`config.mk`:
```
export PLATFORM = sky130hd
export DESIGN_NAME = scd_clock_ctrl
export DESIGN_NICKNAME = d
export VERILOG_FILES = /design/src/rtl/scd_pkg.sv /design/src/rtl/scd_div_if.sv /design/src/rtl/scd_divider.sv /design/src/rtl/scd_clock_ctrl.sv
export SDC_FILE = /design/constraint.sdc
export NUM_CORES = 1
export LEC_CHECK = 0
export BUFFER_PORTS_ARGS = -buffer_cell sky130_fd_sc_hd__buf_2
export CAP_MARGIN = 20
export CORE_UTILIZATION = 35
export CTS_CLUSTER_DIAMETER = 120
export DETAILED_ROUTE_END_ITERATION = 16
export GPL_ROUTABILITY_DRIVEN = 0
export PLACE_DENSITY = 0.59
export SLEW_MARGIN = 20
export SYNTH_ARGS = -nofsm -noshare
export SYNTH_HDL_FRONTEND = slang
export SYNTH_HIERARCHICAL = 1
export SYNTH_SLANG_ARGS = --single-unit
```
`constraint.sdc`:
```
create_clock -name MCLK -period 6.2 [get_ports MCLK]
set_input_delay 0.62 -clock MCLK [delete_from_list [all_inputs] [get_ports MCLK]]
set_output_delay 0.62 -clock MCLK [all_outputs]
set_load 0.05 [all_outputs]
```
`src/rtl/scd_pkg.sv`:
```
// Constants and types shared by the system clock source and divider block
package scd_pkg;

  // ****************************************************************
  // Register map (byte addresses on the Avalon-MM slave)
  // ****************************************************************
  localparam logic [7:0] ADDR_RUN_CFG     = 8'h00; // run_clock_config
  localparam logic [7:0] ADDR_RUN_CFG_EXT = 8'h04; // run_clock_config_ext
  localparam logic [7:0] ADDR_DSLP_CFG    = 8'h08; // deep_sleep_clock_config
  localparam logic [7:0] ADDR_GATE        = 8'h0c; // peripheral clock gates
  localparam logic [7:0] ADDR_STATUS      = 8'h10; // read-only state

  // ****************************************************************
  // Field positions
  // ****************************************************************
  localparam int OSC_SEL_LSB     = 4;   // osc_select [5:4], ext [6:4]
  localparam int CRYSTAL_SELECT_LSB        = 6;   // crystal_select [10:6]
  localparam int BYPASS_BIT      = 11;  // pll_bypass / pll_bypass_ext
  localparam int PWRDN_BIT       = 13;  // PLL power-down
  localparam int DIV_EN_BIT      = 22;  // divider_enable (base only)
  localparam int SYSTEM_DIVISOR_LSB      = 23;  // system_divisor [26:23], ext [28:23]
  localparam int OVERRIDE_BIT    = 31;  // ext_config_override
  localparam int ST_LOCK_BIT     = 0;
  localparam int ST_PLL_BIT      = 1;
  localparam int ST_SRC_LSB      = 2;   // active source [4:2]
  localparam int ST_DSLP_BIT     = 5;
  localparam int ST_RATIO_LSB    = 8;   // active ratio [14:8]

  // ****************************************************************
  // Reset values
  // ****************************************************************
  localparam logic [1:0] RST_OSC_SEL     = 2'h1;  // internal oscillator
  localparam logic [2:0] RST_OSC_SEL_EXT = 3'h1;
  localparam logic [4:0] RST_CRYSTAL_SELECT        = 5'h0b;
  localparam logic [3:0] RST_SYSTEM_DIVISOR      = 4'hf;  // /16, 12.5 MHz on PLL
  localparam logic [5:0] RST_SYSTEM_DIVISOR_EXT  = 6'h0f;
  localparam logic [6:0] RST_RATIO       = 7'h01;

  // ****************************************************************
  // Source encodings of the oscillator select fields
  // ****************************************************************
  localparam logic [2:0] SRC_MAIN   = 3'h0;
  localparam logic [2:0] SRC_INT    = 3'h1;
  localparam logic [2:0] SRC_INT_D4 = 3'h2;
  localparam logic [2:0] SRC_LF     = 3'h3;
  localparam logic [2:0] SRC_RTC    = 3'h7;

  // ****************************************************************
  // Timing
  // ****************************************************************
  localparam int          RELOCK_PRESET = 32'h1200; // main osc ticks
  localparam logic [1:0]  INT_D4_LAST   = 2'h3;     // divide by four
  localparam int          PLL_MHZ       = 400;
  localparam int          ADC_MHZ       = 16;
  localparam logic [4:0]  ADC_LAST      = 5'(PLL_MHZ / ADC_MHZ - 1);

  // PLL readiness sequencing
  typedef enum logic [1:0] {
    PLL_OFF    = 2'b00,
    PLL_WAIT   = 2'b01,
    PLL_LOCKED = 2'b10
  } scd_pll_t;

endpackage

```
`src/rtl/scd_div_if.sv`:
```
// Link between the clock controller and its glitch-free divider
`timescale 1ns/100ps
interface scd_div_if;
  logic       tick;   // Selected source edge, one cycle
  logic [6:0] ratio;  // Requested divide ratio, 1..64
  logic       pulse;  // Divided clock edge, one cycle
  logic [6:0] active; // Ratio now in use

  modport ctrl (output tick, output ratio, input pulse, input active);
  modport div  (input tick, input ratio, output pulse, output active);
endinterface

```
`src/rtl/scd_divider.sv`:
```
// Programmable divider of source ticks into system clock edges
`timescale 1ns/100ps
module scd_divider
  import scd_pkg::*;
(
  input  wire logic MCLK,
  input  wire logic RSTN,
  scd_div_if.div    dv
);

  logic [6:0] cnt;
  logic [6:0] next_cnt;
  logic [6:0] ratio_l;
  logic [6:0] next_ratio_l;
  logic       pulse;
  logic       next_pulse;

  // Count source ticks; new ratio only taken at the wrap point
  always_comb begin
    next_cnt     = cnt;
    next_ratio_l = ratio_l;
    next_pulse   = 1'b0;
    if (dv.tick) begin
      if (cnt + 7'h01 >= ratio_l) begin
        next_cnt     = 7'h00;
        next_pulse   = 1'b1;
        next_ratio_l = (dv.ratio == 7'h00) ? 7'h01 : dv.ratio;
      end else begin
        next_cnt = cnt + 7'h01;
      end
    end
  end

  // State registers
  always_ff @(posedge MCLK) begin
    if (!RSTN) begin
      cnt     <= 7'h00;
      ratio_l <= RST_RATIO;
      pulse   <= 1'b0;
    end else begin
      cnt     <= next_cnt;
      ratio_l <= next_ratio_l;
      pulse   <= next_pulse;
    end
  end

  assign dv.pulse  = pulse;
  assign dv.active = ratio_l;

endmodule

```
`src/rtl/scd_clock_ctrl.sv`:
```
// System clock source selection, PLL readiness and clock distribution
`timescale 1ns/100ps
// Overview of operation
// - Internal oscillator drives clock out of reset
// - PLL and internal/4 are selectable too
// - Select codes 0 main,1 int,2 int/4,3 30k
// - Extended select 0x7 picks real-time oscillator
// - PLL only from main oscillator, bypass cleared
// - Override bit makes extended fields govern
// - Bypass chooses PLL or oscillator for divisor
// - PLL output halved before the divisor
// - Divisor equals field plus one, 1..16
// - Divisor resets to /16; 0..2 reserved on PLL
// - On oscillator: divider off passes source; 0,1 give /2
// - Extended divisor six bits, up to /64
// - Extended bypass acts like base bypass
// - 16 MHz converter clock from PLL while PLL powered up
// - Each peripheral has its own clock gate
// - Deep sleep takes deep-sleep source and divisor
// - Relock countdown on main osc before PLL
// - A changed crystal code or PLL power-up forces relock
module scd_clock_ctrl
  import scd_pkg::*;
#(
  parameter int NPERIPH      = 8,
  parameter int RELOCK_TICKS = RELOCK_PRESET
)(
  input  wire logic               MCLK,
  input  wire logic               RSTN,
  input  wire logic [7:0]         AVS_ADDRESS,
  input  wire logic               AVS_READ,
  input  wire logic               AVS_WRITE,
  input  wire logic [31:0]        AVS_WRITEDATA,
  input  wire logic [3:0]         AVS_BYTEENABLE,
  output logic [31:0]             AVS_READDATA,
  output logic                    AVS_WAITREQUEST,
  input  wire logic               MAIN_OSC_CLK,
  input  wire logic               INT_OSC_CLK,
  input  wire logic               LF_OSC_CLK,
  input  wire logic               RTC_OSC_CLK,
  input  wire logic               PLL_CLK,
  input  wire logic               DEEP_SLEEP,
  output logic                    SYSTEM_CLOCK_EN,
  output logic                    ADC_CLK_EN,
  output logic [NPERIPH-1:0]      PERIPH_CLK_EN,
  output logic                    PLL_PWRDN
);

  // ****************************************************************
  // Input synchronisers and edge detection
  // ****************************************************************
  logic [5:0] sync1;
  logic [5:0] sync2;
  logic [5:0] sync3;
  logic       main_tick;
  logic       int_tick;
  logic       lf_tick;
  logic       rtc_tick;
  logic       pll_tick;
  logic       dslp;

  // Oscillators are asynchronous to MCLK; only sync2 and sync3 feed logic
  always_ff @(posedge MCLK) begin
    if (!RSTN) begin
      sync1 <= 6'h00;
      sync2 <= 6'h00;
      sync3 <= 6'h00;
    end else begin
      sync1 <= {DEEP_SLEEP, PLL_CLK, RTC_OSC_CLK, LF_OSC_CLK,
                INT_OSC_CLK, MAIN_OSC_CLK};
      sync2 <= sync1;
      sync3 <= sync2;
    end
  end

  // Rising edges become one-cycle ticks
  assign main_tick = sync2[0] & ~sync3[0];
  assign int_tick  = sync2[1] & ~sync3[1];
  assign lf_tick   = sync2[2] & ~sync3[2];
  assign rtc_tick  = sync2[3] & ~sync3[3];
  assign pll_tick  = sync2[4] & ~sync3[4];
  assign dslp      = sync2[5];

  // ****************************************************************
  // Configuration registers and Avalon-MM slave
  // ****************************************************************
  logic [31:0]        run_cfg;
  logic [31:0]        run_cfg_ext;
  logic [31:0]        dslp_cfg;
  logic [NPERIPH-1:0] gate;
  logic [31:0]        next_run_cfg;
  logic [31:0]        next_run_cfg_ext;
  logic [31:0]        next_dslp_cfg;
  logic [NPERIPH-1:0] next_gate;
  logic [31:0]        next_rdata;
  logic               next_wait;
  logic               crystal_select_changed;
  logic [31:0]        status;
  logic               wr_go;

  // Byte-enable lanes to a bit mask
  function automatic logic [31:0] lane_mask(input logic [3:0] be);
    lane_mask = {{8{be[3]}}, {8{be[2]}}, {8{be[1]}}, {8{be[0]}}};
  endfunction

  // Merge write data under the byte-enable mask
  function automatic logic [31:0] merge(input logic [31:0] old,
                                        input logic [31:0] wd,
                                        input logic [3:0]  be);
    merge = (old & ~lane_mask(be)) | (wd & lane_mask(be));
  endfunction

  // A write lands at the edge where waitrequest is low
  assign wr_go = AVS_WRITE & ~AVS_WAITREQUEST;

  // One wait state: answer is registered, then waitrequest drops
  always_comb begin
    next_run_cfg     = run_cfg;
    next_run_cfg_ext = run_cfg_ext;
    next_dslp_cfg    = dslp_cfg;
    next_gate        = gate;
    next_rdata       = AVS_READDATA;
    next_wait        = ~((AVS_READ | AVS_WRITE) & AVS_WAITREQUEST);
    crystal_select_changed     = 1'b0;
    if (wr_go) begin
      if (AVS_ADDRESS == ADDR_RUN_CFG) begin
        next_run_cfg = merge(run_cfg, AVS_WRITEDATA, AVS_BYTEENABLE);
        crystal_select_changed = next_run_cfg[CRYSTAL_SELECT_LSB +: 5] !=
                       run_cfg[CRYSTAL_SELECT_LSB +: 5];
      end else if (AVS_ADDRESS == ADDR_RUN_CFG_EXT) begin
        next_run_cfg_ext = merge(run_cfg_ext, AVS_WRITEDATA,
                                 AVS_BYTEENABLE);
      end else if (AVS_ADDRESS == ADDR_DSLP_CFG) begin
        next_dslp_cfg = merge(dslp_cfg, AVS_WRITEDATA, AVS_BYTEENABLE);
      end else if (AVS_ADDRESS == ADDR_GATE) begin
        next_gate = NPERIPH'(merge(32'(gate), AVS_WRITEDATA,
                                   AVS_BYTEENABLE));
      end
    end
    if (AVS_READ & AVS_WAITREQUEST) begin
      if (AVS_ADDRESS == ADDR_RUN_CFG) begin
        next_rdata = run_cfg;
      end else if (AVS_ADDRESS == ADDR_RUN_CFG_EXT) begin
        next_rdata = run_cfg_ext;
      end else if (AVS_ADDRESS == ADDR_DSLP_CFG) begin
        next_rdata = dslp_cfg;
      end else if (AVS_ADDRESS == ADDR_GATE) begin
        next_rdata = 32'(gate);
      end else if (AVS_ADDRESS == ADDR_STATUS) begin
        next_rdata = status;
      end else begin
        next_rdata = 32'h0000_0000; // Unmapped reads as zero
      end
    end
  end

  // Register file; reset picks internal oscillator, PLL off, divider off (divisor field /16)
  always_ff @(posedge MCLK) begin
    if (!RSTN) begin
      run_cfg <= (32'(RST_OSC_SEL) << OSC_SEL_LSB)
               | (32'(RST_CRYSTAL_SELECT) << CRYSTAL_SELECT_LSB)
               | (32'h1 << BYPASS_BIT) | (32'h1 << PWRDN_BIT)
               | (32'(RST_SYSTEM_DIVISOR) << SYSTEM_DIVISOR_LSB);
      run_cfg_ext <= (32'(RST_OSC_SEL_EXT) << OSC_SEL_LSB)
                   | (32'h1 << BYPASS_BIT) | (32'h1 << PWRDN_BIT)
                   | (32'(RST_SYSTEM_DIVISOR_EXT) << SYSTEM_DIVISOR_LSB);
      dslp_cfg        <= (32'(RST_OSC_SEL_EXT) << OSC_SEL_LSB)
                       | (32'(RST_SYSTEM_DIVISOR_EXT) << SYSTEM_DIVISOR_LSB);
      gate            <= '0;
      AVS_READDATA    <= 32'h0000_0000;
      AVS_WAITREQUEST <= 1'b1;
    end else begin
      run_cfg         <= next_run_cfg;
      run_cfg_ext     <= next_run_cfg_ext;
      dslp_cfg        <= next_dslp_cfg;
      gate            <= next_gate;
      AVS_READDATA    <= next_rdata;
      AVS_WAITREQUEST <= next_wait;
    end
  end

  // ****************************************************************
  // Effective configuration
  // ****************************************************************
  logic       eff_bypass;
  logic       eff_pwrdn;
  logic       eff_diven;
  logic [2:0] eff_osc;
  logic [5:0] eff_div;
  logic       use_pll;
  logic [6:0] ratio;
  scd_pll_t   pll_st;

  // Pick which register governs, then the deep-sleep override
  always_comb begin
    if (run_cfg_ext[OVERRIDE_BIT]) begin
      eff_bypass = run_cfg_ext[BYPASS_BIT];
      eff_pwrdn  = run_cfg_ext[PWRDN_BIT];
      eff_osc    = run_cfg_ext[OSC_SEL_LSB +: 3];
      eff_div    = run_cfg_ext[SYSTEM_DIVISOR_LSB +: 6];
    end else begin
      eff_bypass = run_cfg[BYPASS_BIT];
      eff_pwrdn  = run_cfg[PWRDN_BIT];
      eff_osc    = {1'b0, run_cfg[OSC_SEL_LSB +: 2]};
      eff_div    = {2'b00, run_cfg[SYSTEM_DIVISOR_LSB +: 4]};
    end
    eff_diven = run_cfg[DIV_EN_BIT];
    if (dslp) begin
      eff_bypass = 1'b1;
      eff_pwrdn  = 1'b1;
      eff_diven  = 1'b1;
      eff_osc    = dslp_cfg[OSC_SEL_LSB +: 3];
      eff_div    = dslp_cfg[SYSTEM_DIVISOR_LSB +: 6];
    end
    use_pll = ~eff_bypass & (eff_osc == SRC_MAIN) & (pll_st == PLL_LOCKED);
    if (use_pll) begin
      ratio = {1'b0, eff_div} + 7'h01;
    end else if (eff_diven) begin
      // codes 0 and 1 give /2
      ratio = (eff_div == 6'h00) ? 7'h02 : {1'b0, eff_div} + 7'h01;
    end else begin
      ratio = 7'h01;
    end
  end

  // ****************************************************************
  // PLL readiness countdown on the main oscillator
  // ****************************************************************
  scd_pll_t   next_pll_st;
  logic [15:0] relock;
  logic [15:0] next_relock;
  logic        pwrdn_d;
  logic        next_pwrdn_d;

  // Restart on crystal change or power-up; only main ticks count down
  always_comb begin
    next_pll_st  = pll_st;
    next_relock  = relock;
    next_pwrdn_d = eff_pwrdn;
    case (pll_st)
      PLL_OFF: begin
        if (!eff_pwrdn) begin
          next_pll_st = PLL_WAIT;
          next_relock = 16'(RELOCK_TICKS);
        end
      end
      PLL_WAIT: begin
        if (main_tick && relock != 16'h0000) begin
          next_relock = relock - 16'h0001;
        end
        if (relock == 16'h0000) begin
          next_pll_st = PLL_LOCKED;
        end
      end
      PLL_LOCKED: begin
        next_pll_st = PLL_LOCKED;
      end
      default: begin
        next_pll_st = PLL_OFF;
      end
    endcase
    if (crystal_select_changed && !eff_pwrdn) begin
      next_pll_st = PLL_WAIT;
      next_relock = 16'(RELOCK_TICKS);
    end
    if (eff_pwrdn) begin
      next_pll_st = PLL_OFF;
    end
  end

  // Readiness registers
  always_ff @(posedge MCLK) begin
    if (!RSTN) begin
      pll_st  <= PLL_OFF;
      relock  <= 16'h0000;
      pwrdn_d <= 1'b1;
    end else begin
      pll_st  <= next_pll_st;
      relock  <= next_relock;
      pwrdn_d <= next_pwrdn_d;
    end
  end

  // ****************************************************************
  // Source prescalers and the clock-tree multiplexer
  // ****************************************************************
  logic [1:0] int_cnt;
  logic [1:0] next_int_cnt;
  logic       pll_half;
  logic       next_pll_half;
  logic [4:0] adc_cnt;
  logic [4:0] next_adc_cnt;
  logic       adc_en;
  logic       next_adc_en;
  logic       src_tick;
  logic       int_d4_tick;
  logic       raw_tick;
  logic [3:0] src_key;
  logic [3:0] next_src_key;
  logic       skip;
  logic       next_skip;
  scd_div_if  dvi ();

  assign int_d4_tick = int_tick & (int_cnt == INT_D4_LAST);

  // Prescalers; the converter clock ignores the system divisor
  always_comb begin
    next_int_cnt  = int_tick ? int_cnt + 2'h1 : int_cnt;
    next_pll_half = pll_tick ? ~pll_half : pll_half;
    next_adc_cnt  = adc_cnt;
    next_adc_en   = 1'b0;
    if (pll_tick && !eff_pwrdn) begin
      next_adc_cnt = (adc_cnt == ADC_LAST) ? 5'h00 : adc_cnt + 5'h01;
      next_adc_en  = (adc_cnt == ADC_LAST);
    end
    // drop first tick after switch
    // A source switch can land just after an old tick; dropping the
    // new source's first tick buys one full new period of spacing
    next_skip = skip;
    if (next_src_key != src_key) begin
      next_skip = 1'b1;
    end else if (raw_tick) begin
      next_skip = 1'b0;
    end
  end

  // Prescaler registers
  always_ff @(posedge MCLK) begin
    if (!RSTN) begin
      int_cnt  <= 2'h0;
      pll_half <= 1'b0;
      adc_cnt  <= 5'h00;
      adc_en   <= 1'b0;
      src_key  <= {1'b0, SRC_INT};
      skip     <= 1'b0;
    end else begin
      int_cnt  <= next_int_cnt;
      pll_half <= next_pll_half;
      adc_cnt  <= next_adc_cnt;
      adc_en   <= next_adc_en;
      src_key  <= next_src_key;
      skip     <= next_skip;
    end
  end

  always_comb begin
    case (eff_osc)
      SRC_MAIN:   src_tick = main_tick;
      SRC_INT:    src_tick = int_tick;
      SRC_INT_D4: src_tick = int_d4_tick;
      SRC_LF:     src_tick = lf_tick;
      SRC_RTC:    src_tick = rtc_tick;
      default:    src_tick = int_tick;
    endcase
  end

  assign raw_tick     = use_pll ? (pll_tick & pll_half) : src_tick;
  assign next_src_key = {use_pll, eff_osc};
  assign dvi.tick     = raw_tick & ~skip & (next_src_key == src_key);
  assign dvi.ratio    = ratio;

  scd_divider u_div (
    .MCLK (MCLK),
    .RSTN (RSTN),
    .dv   (dvi.div)
  );

  // ****************************************************************
  // Gated outputs and wake sequencing
  // ****************************************************************
  logic               run_ok;
  logic               next_run_ok;
  logic [NPERIPH-1:0] next_periph;

  // After deep sleep, gates stay shut until one system clock edge under run settings
  always_comb begin
    next_run_ok = run_ok;
    if (dslp) begin
      next_run_ok = 1'b0;
    end else if (dvi.pulse) begin
      next_run_ok = 1'b1;
    end
  end

  for (genvar i = 0; i < NPERIPH; i++) begin : g_gate
    assign next_periph[i] = dvi.pulse & gate[i] & run_ok;
  end

  // Status word read back by software
  assign status = (32'(pll_st == PLL_LOCKED) << ST_LOCK_BIT)
                | (32'(use_pll) << ST_PLL_BIT)
                | (32'(eff_osc) << ST_SRC_LSB)
                | (32'(dslp) << ST_DSLP_BIT)
                | (32'(dvi.active) << ST_RATIO_LSB);

  // Every output leaves from a flop
  always_ff @(posedge MCLK) begin
    if (!RSTN) begin
      run_ok        <= 1'b1;
      SYSTEM_CLOCK_EN     <= 1'b0;
      ADC_CLK_EN    <= 1'b0;
      PERIPH_CLK_EN <= '0;
      PLL_PWRDN     <= 1'b1;
    end else begin
      run_ok        <= next_run_ok;
      SYSTEM_CLOCK_EN     <= dvi.pulse;
      ADC_CLK_EN    <= adc_en;
      PERIPH_CLK_EN <= next_periph;
      PLL_PWRDN     <= pwrdn_d;
    end
  end

endmodule

```
# Yosys cells after proc, flatten, opt, wreduce, memory -nomap -nowiden
# Cells that the tools add are included.
classes:
  add_sub_neg: 5
  n_lt_le_gt_ge: 1
  eq_ne: 20
  muxes: 36
  bitwise_logic: 59
  n_reduce_logical: 27
ops:
  columns: ["op", "n"]
  rows:
  - ["$and 32x32->32", 4]
  - ["$mux 32", 3]
  - ["$or 32x32->32", 3]
  - ["$mux 7", 5]
  - ["$mux 16", 2]
  - ["$not 32->32", 1]
  - ["$pmux 16 s2", 1]
  - ["$and 1x1->1", 30]
  - ["$mux 15", 2]
  - ["$eq 8x4->1 const B", 2]
  - ["$logic_not 16->1", 1]
  - ["$reduce_bool 16->1", 1]
  - ["$sub 16x1->16 const B", 1]
  - ["$or 6x15->15", 1]
  - ["$mux 1", 14]
  - ["$not 1->1", 14]
  - ["$mux 13", 1]
  - ["$mux 6", 2]
  - ["$ne 3x3->1 const B", 3]
  - ["$reduce_and 3->1", 3]
  - ["$and 8x8->8", 1]
  - ["$eq 8x3->1 const B", 1]
  - ["$eq 8x5->1 const B", 1]
  - ["$logic_not 8->1", 1]
  - ["other kinds (37)", 50]
word_totals:
  regBits: 214
  out_inout_bits: 44
  elab_cells: 176

# Depth between registers and ports, before layout
# Gate-level depths: netlist of the first run.
logic_depth:
  depth_word: 14
  depth_mapped: 14

# Hierarchy
# Netlist of the first run, hierarchy kept.
by_module_without_submodules:
  columns: ["mod", "instances", "cells_each", "area_each_um2"]
  rows:
  - ["scd_clock_ctrl", 1, 991, 8536.9]
  - ["scd_divider", 1, 98, 877.1]

# Least setup slack after synthesis of the first run
# No wires, ideal clock.
synth_timing:
  path_type: "reg-to-reg"
  startpoint: "reg (tool-made name)"
  endpoint: "reg u_div.ratio_l[0] (netlist: u_div/dv.active[0])"
  arrival_ps: 2533
  slack_ps: 3596
  path_stages_with_launch: 13
  n_path_buf: 2
  cell_sequence: "dfxtp_1 > buf_2 > buf_4 > mux2_2 > mux2i_1 > ha_1 > and4_1 > o22ai_1 > and2_1 > or4_4 > nor3_2 > nor3b_1 > mux2i_1"
synth_lines:
  columns: ["element", "line_no", "rtl"]
  rows:
  - ["to (signal assigned)", "scd_divider.sv:42", "ratio_l <= next_ratio_l;"]
  - ["to (decl)", "scd_divider.sv:13", "logic [6:0] ratio_l;"]

==> impl_metrics.py, run 1 <==
metrics = {
    "critical_path": {
        "cpLargestDelayFamily": "compound AO/OA/AOI/OAI gates",
        "worst_path_largest_cell_delay_ps": 730,
        "critical_path_required_ps": 6600,
        "critPathMaxFanout": 15,
        "critical-path-slowest-cell": "dfxtp_1",
        "criticalPathCategory": "flip-flop to flip-flop",
        "crit_path_start_kind": "flip-flop",
        "worstPathCellList": "mux2i_1 > o21ai_0 > a211oi_1 > o31a_1 > a221o_1 > nor2_1 > nand3_2 > nor2_1 > a21oi_2 > and3_1",
        "cp_data_arrival_time_ps": 4020,
        "cp_num_buf_inv": 0,
        "worst_setup_path_end_kind": "flip-flop",
        "crit_top_cell": "nor2_1",
    },
    "grt": {
        "grt_pass1_vias": 7634,
        "overflow": 0,
        "grt_antenna_before_repair": 1,
        "grt_util_all_layers_pct": 18.2,
        "grt_max_degree": 62,
        "grt_pass1_wl_um": 40800,
    },
    "cts": {
        "register_clock_pin_slew_on_the_reported_worst_setup_and_hold_paths_ps": 60,
        "htree_num_levels": 1,
        "clock_latency_on_the_worst_skew_pair_ps": 530,
        "clock-sinks": 214,
        "cts.hold.buffers_added": 0,
        "post_cts_buffers": 0,
        "tritoncts_clock_tree": "done",
        "cts.root.buffer_cell": "clkbuf_16",
        "numCtsBuffers": 25,
        "cts_max_path_buffers": 3,
        "post_cts_resize_count": 0,
    },
    "place": {
        "detailed_place_hpwl_um": 17600,
        "numPortBuffers": 97,
    },
    "run_status": {
        "violations": "DRC",
        "run_status": "finished with violations",
    },
    "sta": {
        "worst-slew-pin-transition_ps": 1050,
        "setup_total_negative_slack_ps": 0,
        "finalSetupViolations": 0,
        "rsz0062_at_grt": "false",
        "fin_crit_sh_pct": 58.4,
        "period_needed_ps": 3620,
        "timing.clock.skew_ps": 25.5,
        "max_slew_margin_pct": 30.0,
        "slew_violations": 0,
        "timing_hold_violations_final": 0,
        "max_freq_ghz": 0.276,
    },
    "routing": {
        "drt_first_iter_violations": 602,
        "routed_wl_um": 25300,
        "detailedRoute.firstPassIterationCount": 11,
        "avgViaCountPerCell": 5.24,
        "post-route-drc-count": 1,
        "num_vias": 7943,
        "detail_route.wl_per_cell_um": 16.7,
        "ant_nets": 0,
    },
    "pwr": {
        "power.switching_fraction_pct": 23.5,
        "total_leakage_power_nw": 4.23,
        "share_seq_of_total_power_pct": 45.2,
        "combinationalPowerShare_pct": 6.1,
        "p_per_area_nw_per_um2": 283,
        "p_int_mw": 2.38,
        "share_of_power_burned_in_the_clock_network_pct": 48.8,
        "total_switching_power_uw": 731,
        "worst_supply_voltage_drop_on_vdd_mv": 0.185,
    },
    "die": {
        "rows": 59,
        "design.die.area_um2": 27600,
        "fp.coreArea_um2": 26200,
        "floorplan.die.height_um": 166,
        "dieWidth_um": 166,
        "initial_core_util_pct": 35.9,
        "ioPinCount": 98,
    },
    "flow_run": {
        "cap_viol_max_count": 0,
    },
    "finish": {
        "post_route_cells_drive_above_1_share_pct": 15.0,
        "fill_cells": 2592,
        "finalNetCount": 1236,
        "final_common_cell": "dfxtp_1",
        "syn_to_layout_area_delta_pct": 16.7,
        "final_util_pct": 41.9,
        "final_cell_mix": "dfxtp_1, nand2_1, nor2_1, a21oi_1, buf_2",
        "insertedDiodeCount": 0,
    },
    "synthesis": {
        "mean_instance_size_in_the_synthesized_netlist_um2": 8.64,
        "synthesis.area_um2": 9410,
        "synthCells": 1089,
        "synth_async_sr_flop_share_pct": 0,
        "prevailing_post_synth_register_cell": "dfxtp_1",
        "netlist-cell-type-count": 68,
        "synth_seq_cells": 214,
        "synth_fp_nets": 1161,
        "synth_enable_flop_cells": 0,
        "synth_warnings": 6,
        "ys_seq_area_share_pct": 45.5,
    },
    "hold_path": {
        "holdCritPathClass": "input pin to flip-flop",
    },
}
Yosys cell counts (6+ instances only):
master,instances,share of area [%]
inv_1,17,0.68
o211ai_1,8,0.64
a211oi_1,6,0.48
ha_1,18,2.4
dfxtp_1,214,46
and2_1,35,2.3
buf_2,12,0.64
a22oi_1,16,1.3
nor3b_1,6,0.48
nand3_1,35,1.9
o31ai_1,8,0.64
a311oi_1,16,1.5
clkbuf_1,37,1.5
xor2_1,27,2.5
o21ai_0,29,1.5
nand2_1,206,8.2
and3_1,18,1.2
nand4_1,13,0.86
a21oi_1,97,5.2
mux2i_1,58,6.2
nor2_1,97,3.9
nor3_1,8,0.43
nor2b_1,11,0.73
xnor2_1,15,1.4
cells by family after synthesis:
group	synth area share, %
muxes	6.77
adders and majority gates	2.39
buffers and inverters	3.51
DFF	45.5
and+or+nand+nor	23.8
AOI/OAI and AO/OA	14.1
xor gates and xnor gates	3.91
power groups by stage:
| stage | Sequential, mW | Clock (mW) | Combinational [mW] |
|---|---|---|---|
| global route | 1.41 | 1.62 | 0.204 |
| CTS | 1.41 | 1.55 | 0.190 |
| floorplan | 1.47 | 0 | 0.0852 |
| finish | 1.41 | 1.52 | 0.189 |
| global placement | 1.44 | 0 | 0.189 |
| detailed placement | 1.44 | 0 | 0.190 |
through the flow:
| step | setup slack (ps) | power (mW) | cell area, µm² | hold WS, ps | cells |
|---|---|---|---|---|---|
| after floorplan | 3600 | 1.56 | 9410 | 386 | 1089 |
| after global placement | 2730 | 1.62 | 10100 | 418 | 1472 |
| after detailed placement | 2630 | 1.62 | 10100 | 416 | 1472 |
| after CTS | 2640 | 3.15 | 11000 | 300 | 1517 |
| after global routing | 2240 | 3.23 | 11000 | 310 | 1517 |
| final | 2580 | 3.11 | 11000 | 320 | 1517 |
final timing paths:
| check | from | end | slack, ps | cells past startpoint |
|---|---|---|---|---|
| max | flip-flop | u_div/cnt[1] | 2580 | 10 |
| min | MAIN_OSC_CLK | sync1[0] | 320 | 2 |
| max reg2reg | flip-flop | u_div/cnt[1] | 2580 | 10 |
| min reg2reg | pwrdn_d | PLL_PWRDN | 430 | 1 |
cell type report:
cell class,count,area (µm²),area share [%]
clock buffers,39,768,6.99
inverters,20,76.3,0.695
repair buffers,104,538,4.90
multi-input cells,799,4810,43.7
flip-flops and latches,214,4280,39.0
well taps,335,419,3.82
clock inverters,6,93.8,0.854
routing by layer:
layer  wire (µm)  GRT usage [%]  vias up
li1            -              -     3936
met1       11700           24.6     3718
met4         682           6.22        0
met2       11500           29.4      240
met3        1390           2.74       49
met5           0              0        -
(Power assumes the default switching activity.)
==> run 2, diff against run 1 <==
Settings changed: ABC_AREA set to 1, PLACE_DENSITY 0.59 to 0.61.
Clock period 6.2 ns to 3 ns, I/O delays scaled along.
==> impl_metrics.py, run 2 <==
metrics = {
    "run_status": {
        "run_status": "complete, no violations",
    },
    "critical_path": {
        "worst_path_largest_cell_delay_ps": 380,
        "cpLargestDelayFamily": "simple AND/OR/NAND/NOR gates",
        "critical_path_required_ps": 3410,
        "worstPathCellList": "inv_2 > nand3_1 > nand2_1 > nand4_1 > nand2_1 > nand3_1 > nor3_2 > buf_4 > clkinv_1 > mux2i_1 > nor2_1",
        "worst_setup_path_end_kind": "flip-flop",
        "critical_path.reg2reg.startpoint": "sync2[5]",
        "critical-path-slowest-cell": "dfxtp_1",
        "critPathLaunch": "sync2[5]",
        "crit_path_start_kind": "flip-flop",
        "cp_data_arrival_time_ps": 2990,
        "cp_num_buf_inv": 3,
        "critPathMaxFanout": 22,
        "criticalPathCategory": "flip-flop to flip-flop",
    },
    "synthesis": {
        "synth_async_sr_flop_share_pct": 0,
        "synthCells": 1371,
        "synth_seq_cells": 214,
        "netlist-cell-type-count": 49,
        "synth_fp_nets": 1443,
        "yosysMostFrequentCell": "nand2_1",
        "prevailing_post_synth_register_cell": "dfxtp_1",
        "synth_area_leader_cell": "dfxtp_1",
        "ys_top_cells_by_area": "dfxtp_1, nand2_1, a21oi_1, inv_1, nor2_1",
        "synthesis.area_um2": 10000,
        "ys_seq_area_share_pct": 42.7,
        "post_synth_most_frequent_cells": "nand2_1, dfxtp_1, inv_1",
        "yosysTopAreaCellShare_pct": 42.7,
        "synth_enable_flop_cells": 0,
        "synth_warnings": 6,
        "mean_instance_size_in_the_synthesized_netlist_um2": 7.32,
    },
    "die": {
        "design.die.area_um2": 29400,
        "floorplan.die.height_um": 171,
        "dieWidth_um": 171,
        "initial_core_util_pct": 35.8,
        "rows": 61,
        "ioPinCount": 98,
        "fp.coreArea_um2": 28000,
    },
    "sta": {
        "max_slew_margin_pct": 50.2,
        "fin_worst_hold_slack_ps": 41.6,
        "rsz0062_at_grt": "false",
        "fin_crit_sh_pct": 85.9,
        "finalSetupViolations": 0,
        "slew_violations": 0,
        "period_needed_ps": 2580,
        "max_freq_ghz": 0.388,
        "timing_hold_violations_final": 0,
        "setup_total_negative_slack_ps": 0,
        "setup_slack_ps": 423,
        "worst-slew-pin-transition_ps": 748,
        "timing.clock.skew_ps": 8.34,
    },
    "routing": {
        "drt_first_iter_violations": 697,
        "routed_wl_um": 27600,
        "detail_route.wl_per_cell_um": 14.9,
        "avgViaCountPerCell": 4.99,
        "post-route-drc-count": 0,
        "detailedRoute.firstPassIterationCount": 5,
        "num_vias": 9225,
        "ant_nets": 0,
    },
    "grt": {
        "overflow": 0,
        "grt_pass1_wl_um": 44500,
        "grt_antenna_before_repair": 2,
        "met1_layer_usage_reported_by_global_route_pct": 24.6,
        "layer_with_the_highest_usage": "met2",
        "grt_pass1_vias": 8526,
        "met2_usage_pct": 31.5,
        "grt_max_degree": 115,
        "grt_util_all_layers_pct": 19.0,
        "grtUsageMet3_pct": 2.74,
    },
    "pwr": {
        "p_total_mw": 6.60,
        "p_per_area_nw_per_um2": 563,
        "total_leakage_power_nw": 5.14,
        "worst_supply_voltage_drop_on_vdd_mv": 0.491,
    },
    "place": {
        "detailed_place_hpwl_um": 18600,
        "dpl_cell_area_um2": 10800,
        "preCtsSetupSlack_ps": 495,
        "numPortBuffers": 97,
    },
    "finish": {
        "final_cell_mix": "nand2_1, dfxtp_1, inv_1",
        "regArea_um2": 4280,
        "multi_input_comb_area_um2": 4820,
        "post_route_cells_drive_above_1_share_pct": 15.2,
        "final_common_cell": "nand2_1",
        "syn_to_layout_area_delta_pct": 16.9,
        "post_route_standard_cell_area_excluding_fillers_um2": 11700,
        "fill_cells": 2891,
        "finalNetCount": 1526,
    },
    "cts": {
        "post_cts_buffers": 0,
        "cts.root.buffer_cell": "clkbuf_16",
        "clock-sinks": 214,
        "register_clock_pin_slew_on_the_reported_worst_setup_and_hold_paths_ps": 60,
        "numCtsBuffers": 26,
        "htree_num_levels": 1,
        "cts_max_path_buffers": 3,
        "tritoncts_clock_tree": "done",
        "clock_latency_on_the_worst_skew_pair_ps": 520,
    },
    "flow_run": {
        "cap_viol_max_count": 0,
    },
    "hold_path": {
        "hold_start": "AVS_WRITEDATA[4]",
        "holdCritPathClass": "input pin to flip-flop",
    },
}
run 2: kinds of logic after synthesis:
kind of cell,after synthesis,synth area share [%]
xor gates and xnor gates,17,1.48
AOI/OAI and AO/OA,298,17.2
buffers and inverters,223,9.41
muxes,2,0.199
and+or+nand+nor,599,26.8
DFF,214,42.7
adders and majority gates,18,2.24
run 2: final cells by class:
| type | count | area share, % |
|---|---|---|
| Sequential cell | 214 | 36.5 |
| Timing Repair Buffer | 112 | 5.50 |
| Antenna cell | 1 | 0.0213 |
| Multi-Input combinational cell | 934 | 41.1 |
| Clock inverter | 8 | 1.04 |
| Tap cell | 378 | 4.03 |
| Clock buffer | 37 | 6.50 |
| Inverter | 166 | 5.33 |
run 2: worst paths after layout:
check / cells past startpoint / end / slack [ps]
max: 11 / u_div/cnt[2] / 420
min: 3 / flip-flop / 40
max reg2reg: 11 / u_div/cnt[2] / 420
min reg2reg: 2 / sync2[4] / 410
run 2: per-stage QoR:
stage / utilization (%) / std cells
after global placement: 38.4 / 1796
final: 41.9 / 1850
after floorplan: - / 1371
after CTS: 41.9 / 1849
after global routing: 41.9 / 1850
after detailed placement: 38.4 / 1796
run 2: where the power goes:
group	switching, mW	internal, mW
Combinational	0.330	0.128
Sequential	0.0265	2.88
Clock	1.22	2.02
Total	1.57	5.03
run 2: worst register-to-register path, cell delays in order, from the launching register on:
cell      delay (ps)
dfxtp_1          380
inv_2            330
nand3_1          160
nand2_1          210
nand4_1          290
nand2_1          160
nand3_1          130
nor3_2           170
buf_4            260
clkinv_1         160
mux2i_1          160
nor2_1            60
run 2: per-layer routing:
layer / vias up / share of wire, %
li1: 4630 / -
met1: 4309 / 45
met4: 0 / 3.5
met2: 224 / 47
met3: 62 / 4.3
met5: - / 0
run 2: what timing repair did:
action                                 in CTS  in global routing
gates resized for setup                     0                  0
endpoints found under the hold margin       7                  0
hold buffers                                8                  0
==> run 3, diff against run 2 <==
Settings changed: PLACE_DENSITY 0.61 to not set, PLACE_DENSITY_LB_ADDON set to 0.2.
==> impl_metrics.py, run 3 (same netlist as run 2, synthesis figures left out) <==
metrics = {
    "run_status": {
        "run_status": "complete, no violations",
    },
    "routing": {
        "routed_wl_um": 28200,
        "drt_first_iter_violations": 510,
        "num_vias": 9075,
        "ant_nets": 0,
        "post-route-drc-count": 0,
        "detail_route.wl_per_cell_um": 15.2,
        "detailedRoute.firstPassIterationCount": 5,
        "avgViaCountPerCell": 4.89,
    },
    "critical_path": {
        "critical_path_required_ps": 3420,
        "worstPathCellList": "inv_2 > nand3_1 > nand2_1 > nand4_1 > nand2_1 > nand3_1 > nor3_2 > buf_4 > clkinv_1 > mux2i_1 > nor2_1",
        "critical-path-slowest-cell": "dfxtp_1",
        "criticalPathCategory": "flip-flop to flip-flop",
        "worst_setup_path_end_kind": "flip-flop",
        "cp_data_arrival_time_ps": 2940,
        "crit_path_start_kind": "flip-flop",
        "worst_path_largest_cell_delay_ps": 370,
        "critPathMaxFanout": 22,
    },
    "sta": {
        "fin_crit_sh_pct": 84.1,
        "rsz0062_at_grt": "false",
        "max_freq_ghz": 0.396,
        "timing_hold_violations_final": 0,
        "period_needed_ps": 2520,
        "finalSetupViolations": 0,
        "timing.clock.skew_ps": 9.82,
        "max_slew_margin_pct": 60.0,
        "setup_total_negative_slack_ps": 0,
        "slew_violations": 0,
        "worst-slew-pin-transition_ps": 600,
    },
    "grt": {
        "grt_pass1_vias": 8763,
        "grt_max_degree": 58,
        "met1_layer_usage_reported_by_global_route_pct": 26.3,
        "grt_util_all_layers_pct": 19.8,
        "grt_antenna_before_repair": 1,
        "grtUsageMet3_pct": 3.45,
        "grt_pass1_wl_um": 46000,
        "met2_usage_pct": 32.5,
        "overflow": 0,
        "layer_with_the_highest_usage": "met2",
    },
    "cts": {
        "post_cts_buffers": 0,
        "numCtsBuffers": 26,
        "register_clock_pin_slew_on_the_reported_worst_setup_and_hold_paths_ps": 60,
        "cts_max_path_buffers": 3,
        "htree_num_levels": 1,
        "tritoncts_clock_tree": "done",
        "clock_latency_on_the_worst_skew_pair_ps": 530,
        "clock-sinks": 214,
        "cts.root.buffer_cell": "clkbuf_16",
    },
    "finish": {
        "final_common_cell": "nand2_1",
        "regArea_um2": 4280,
        "final_cell_mix": "nand2_1, dfxtp_1, inv_1",
        "syn_to_layout_area_delta_pct": 17.2,
        "multi_input_comb_area_um2": 4830,
        "insertedDiodeCount": 0,
        "fill_cells": 2949,
        "finalNetCount": 1530,
        "post_route_cells_drive_above_1_share_pct": 15.4,
    },
    "die": {
        "rows": 61,
        "ioPinCount": 98,
        "design.die.area_um2": 29400,
        "initial_core_util_pct": 35.8,
        "floorplan.die.height_um": 171,
        "fp.coreArea_um2": 28000,
        "dieWidth_um": 171,
    },
    "pwr": {
        "combinationalPowerShare_pct": 6.9,
        "total_switching_power_mw": 1.60,
        "p_int_mw": 5.11,
        "worst_supply_voltage_drop_on_vdd_mv": 0.354,
        "p_per_area_nw_per_um2": 569,
        "power.switching_fraction_pct": 23.8,
        "share_of_power_burned_in_the_clock_network_pct": 49.8,
        "p_total_mw": 6.70,
        "total_leakage_power_nw": 5.17,
        "share_seq_of_total_power_pct": 43.4,
    },
    "hold_path": {
        "holdCritPathClass": "input pin to flip-flop",
    },
    "place": {
        "numPortBuffers": 97,
        "detailed_place_hpwl_um": 19700,
    },
    "flow_run": {
        "cap_viol_max_count": 0,
    },
}
[run 3: worst max-delay path: cells and delay by family (launching register included)]
kind,cells,cell delay [ps]
multiplexers,1,150
flip-flops,1,370
AND/OR/NAND/NOR,7,1220
buffers and inverters,3,660
[run 3: final timing paths]
check | start | endpoint | slack, ps | depth (start not counted)
setup / recovery | sync2[5] | u_div/cnt[2] | 480 | 11
hold / removal | AVS_WRITEDATA[4] | flip-flop | 20 | 3
setup reg to reg | sync2[5] | u_div/cnt[2] | 480 | 11
hold reg to reg | sync1[4] | sync2[4] | 420 | 2
[run 3: area by class of cell]
type	instances	area share, %
flip-flops and latches	214	36.4
repair buffers	116	5.63
inverters	166	5.31
multi-input cells	934	41.0
well taps	378	4.02
clock inverters	12	1.57
clock buffers	35	6.08
[run 3: per-stage QoR]
step / instance area (µm²) / worst slack, ps / util [%] / hold WS, ps / cells
floorplan: 10000 / 904 / - / 390 / 1371
global placement: 10800 / 639 / 38.5 / 403 / 1800
detailed placement: 10800 / 530 / 38.5 / 402 / 1800
CTS: 11800 / 503 / 42.0 / 9.57 / 1855
global route: 11800 / 189 / 42.0 / 49.8 / 1855
finish: 11800 / 478 / 42.0 / 22.6 / 1855
[run 3: metal layers]
metal	vias up	routed length [µm]
li1	4638	-
met4	2	692
met3	45	1250
met1	4229	13400
met2	161	12800
met5	-	8
[run 3: repair_timing]
item | in CTS | in global routing
hold buffers | 8 | 0
gates resized for setup | 0 | 0
hold endpoints to repair | 7 | 0
[run 3: power groups by stage]
stage | combinational [mW] | clock (mW) | sequential [mW]
5_1_grt | 0.506 | 3.52 | 2.91
3_5_place_dp | 0.453 | 0 | 2.97
4_1_cts | 0.462 | 3.40 | 2.91
6_report | 0.459 | 3.34 | 2.91
3_3_place_gp | 0.449 | 0 | 2.97
2_1_floorplan | 0.237 | 0 | 3.03
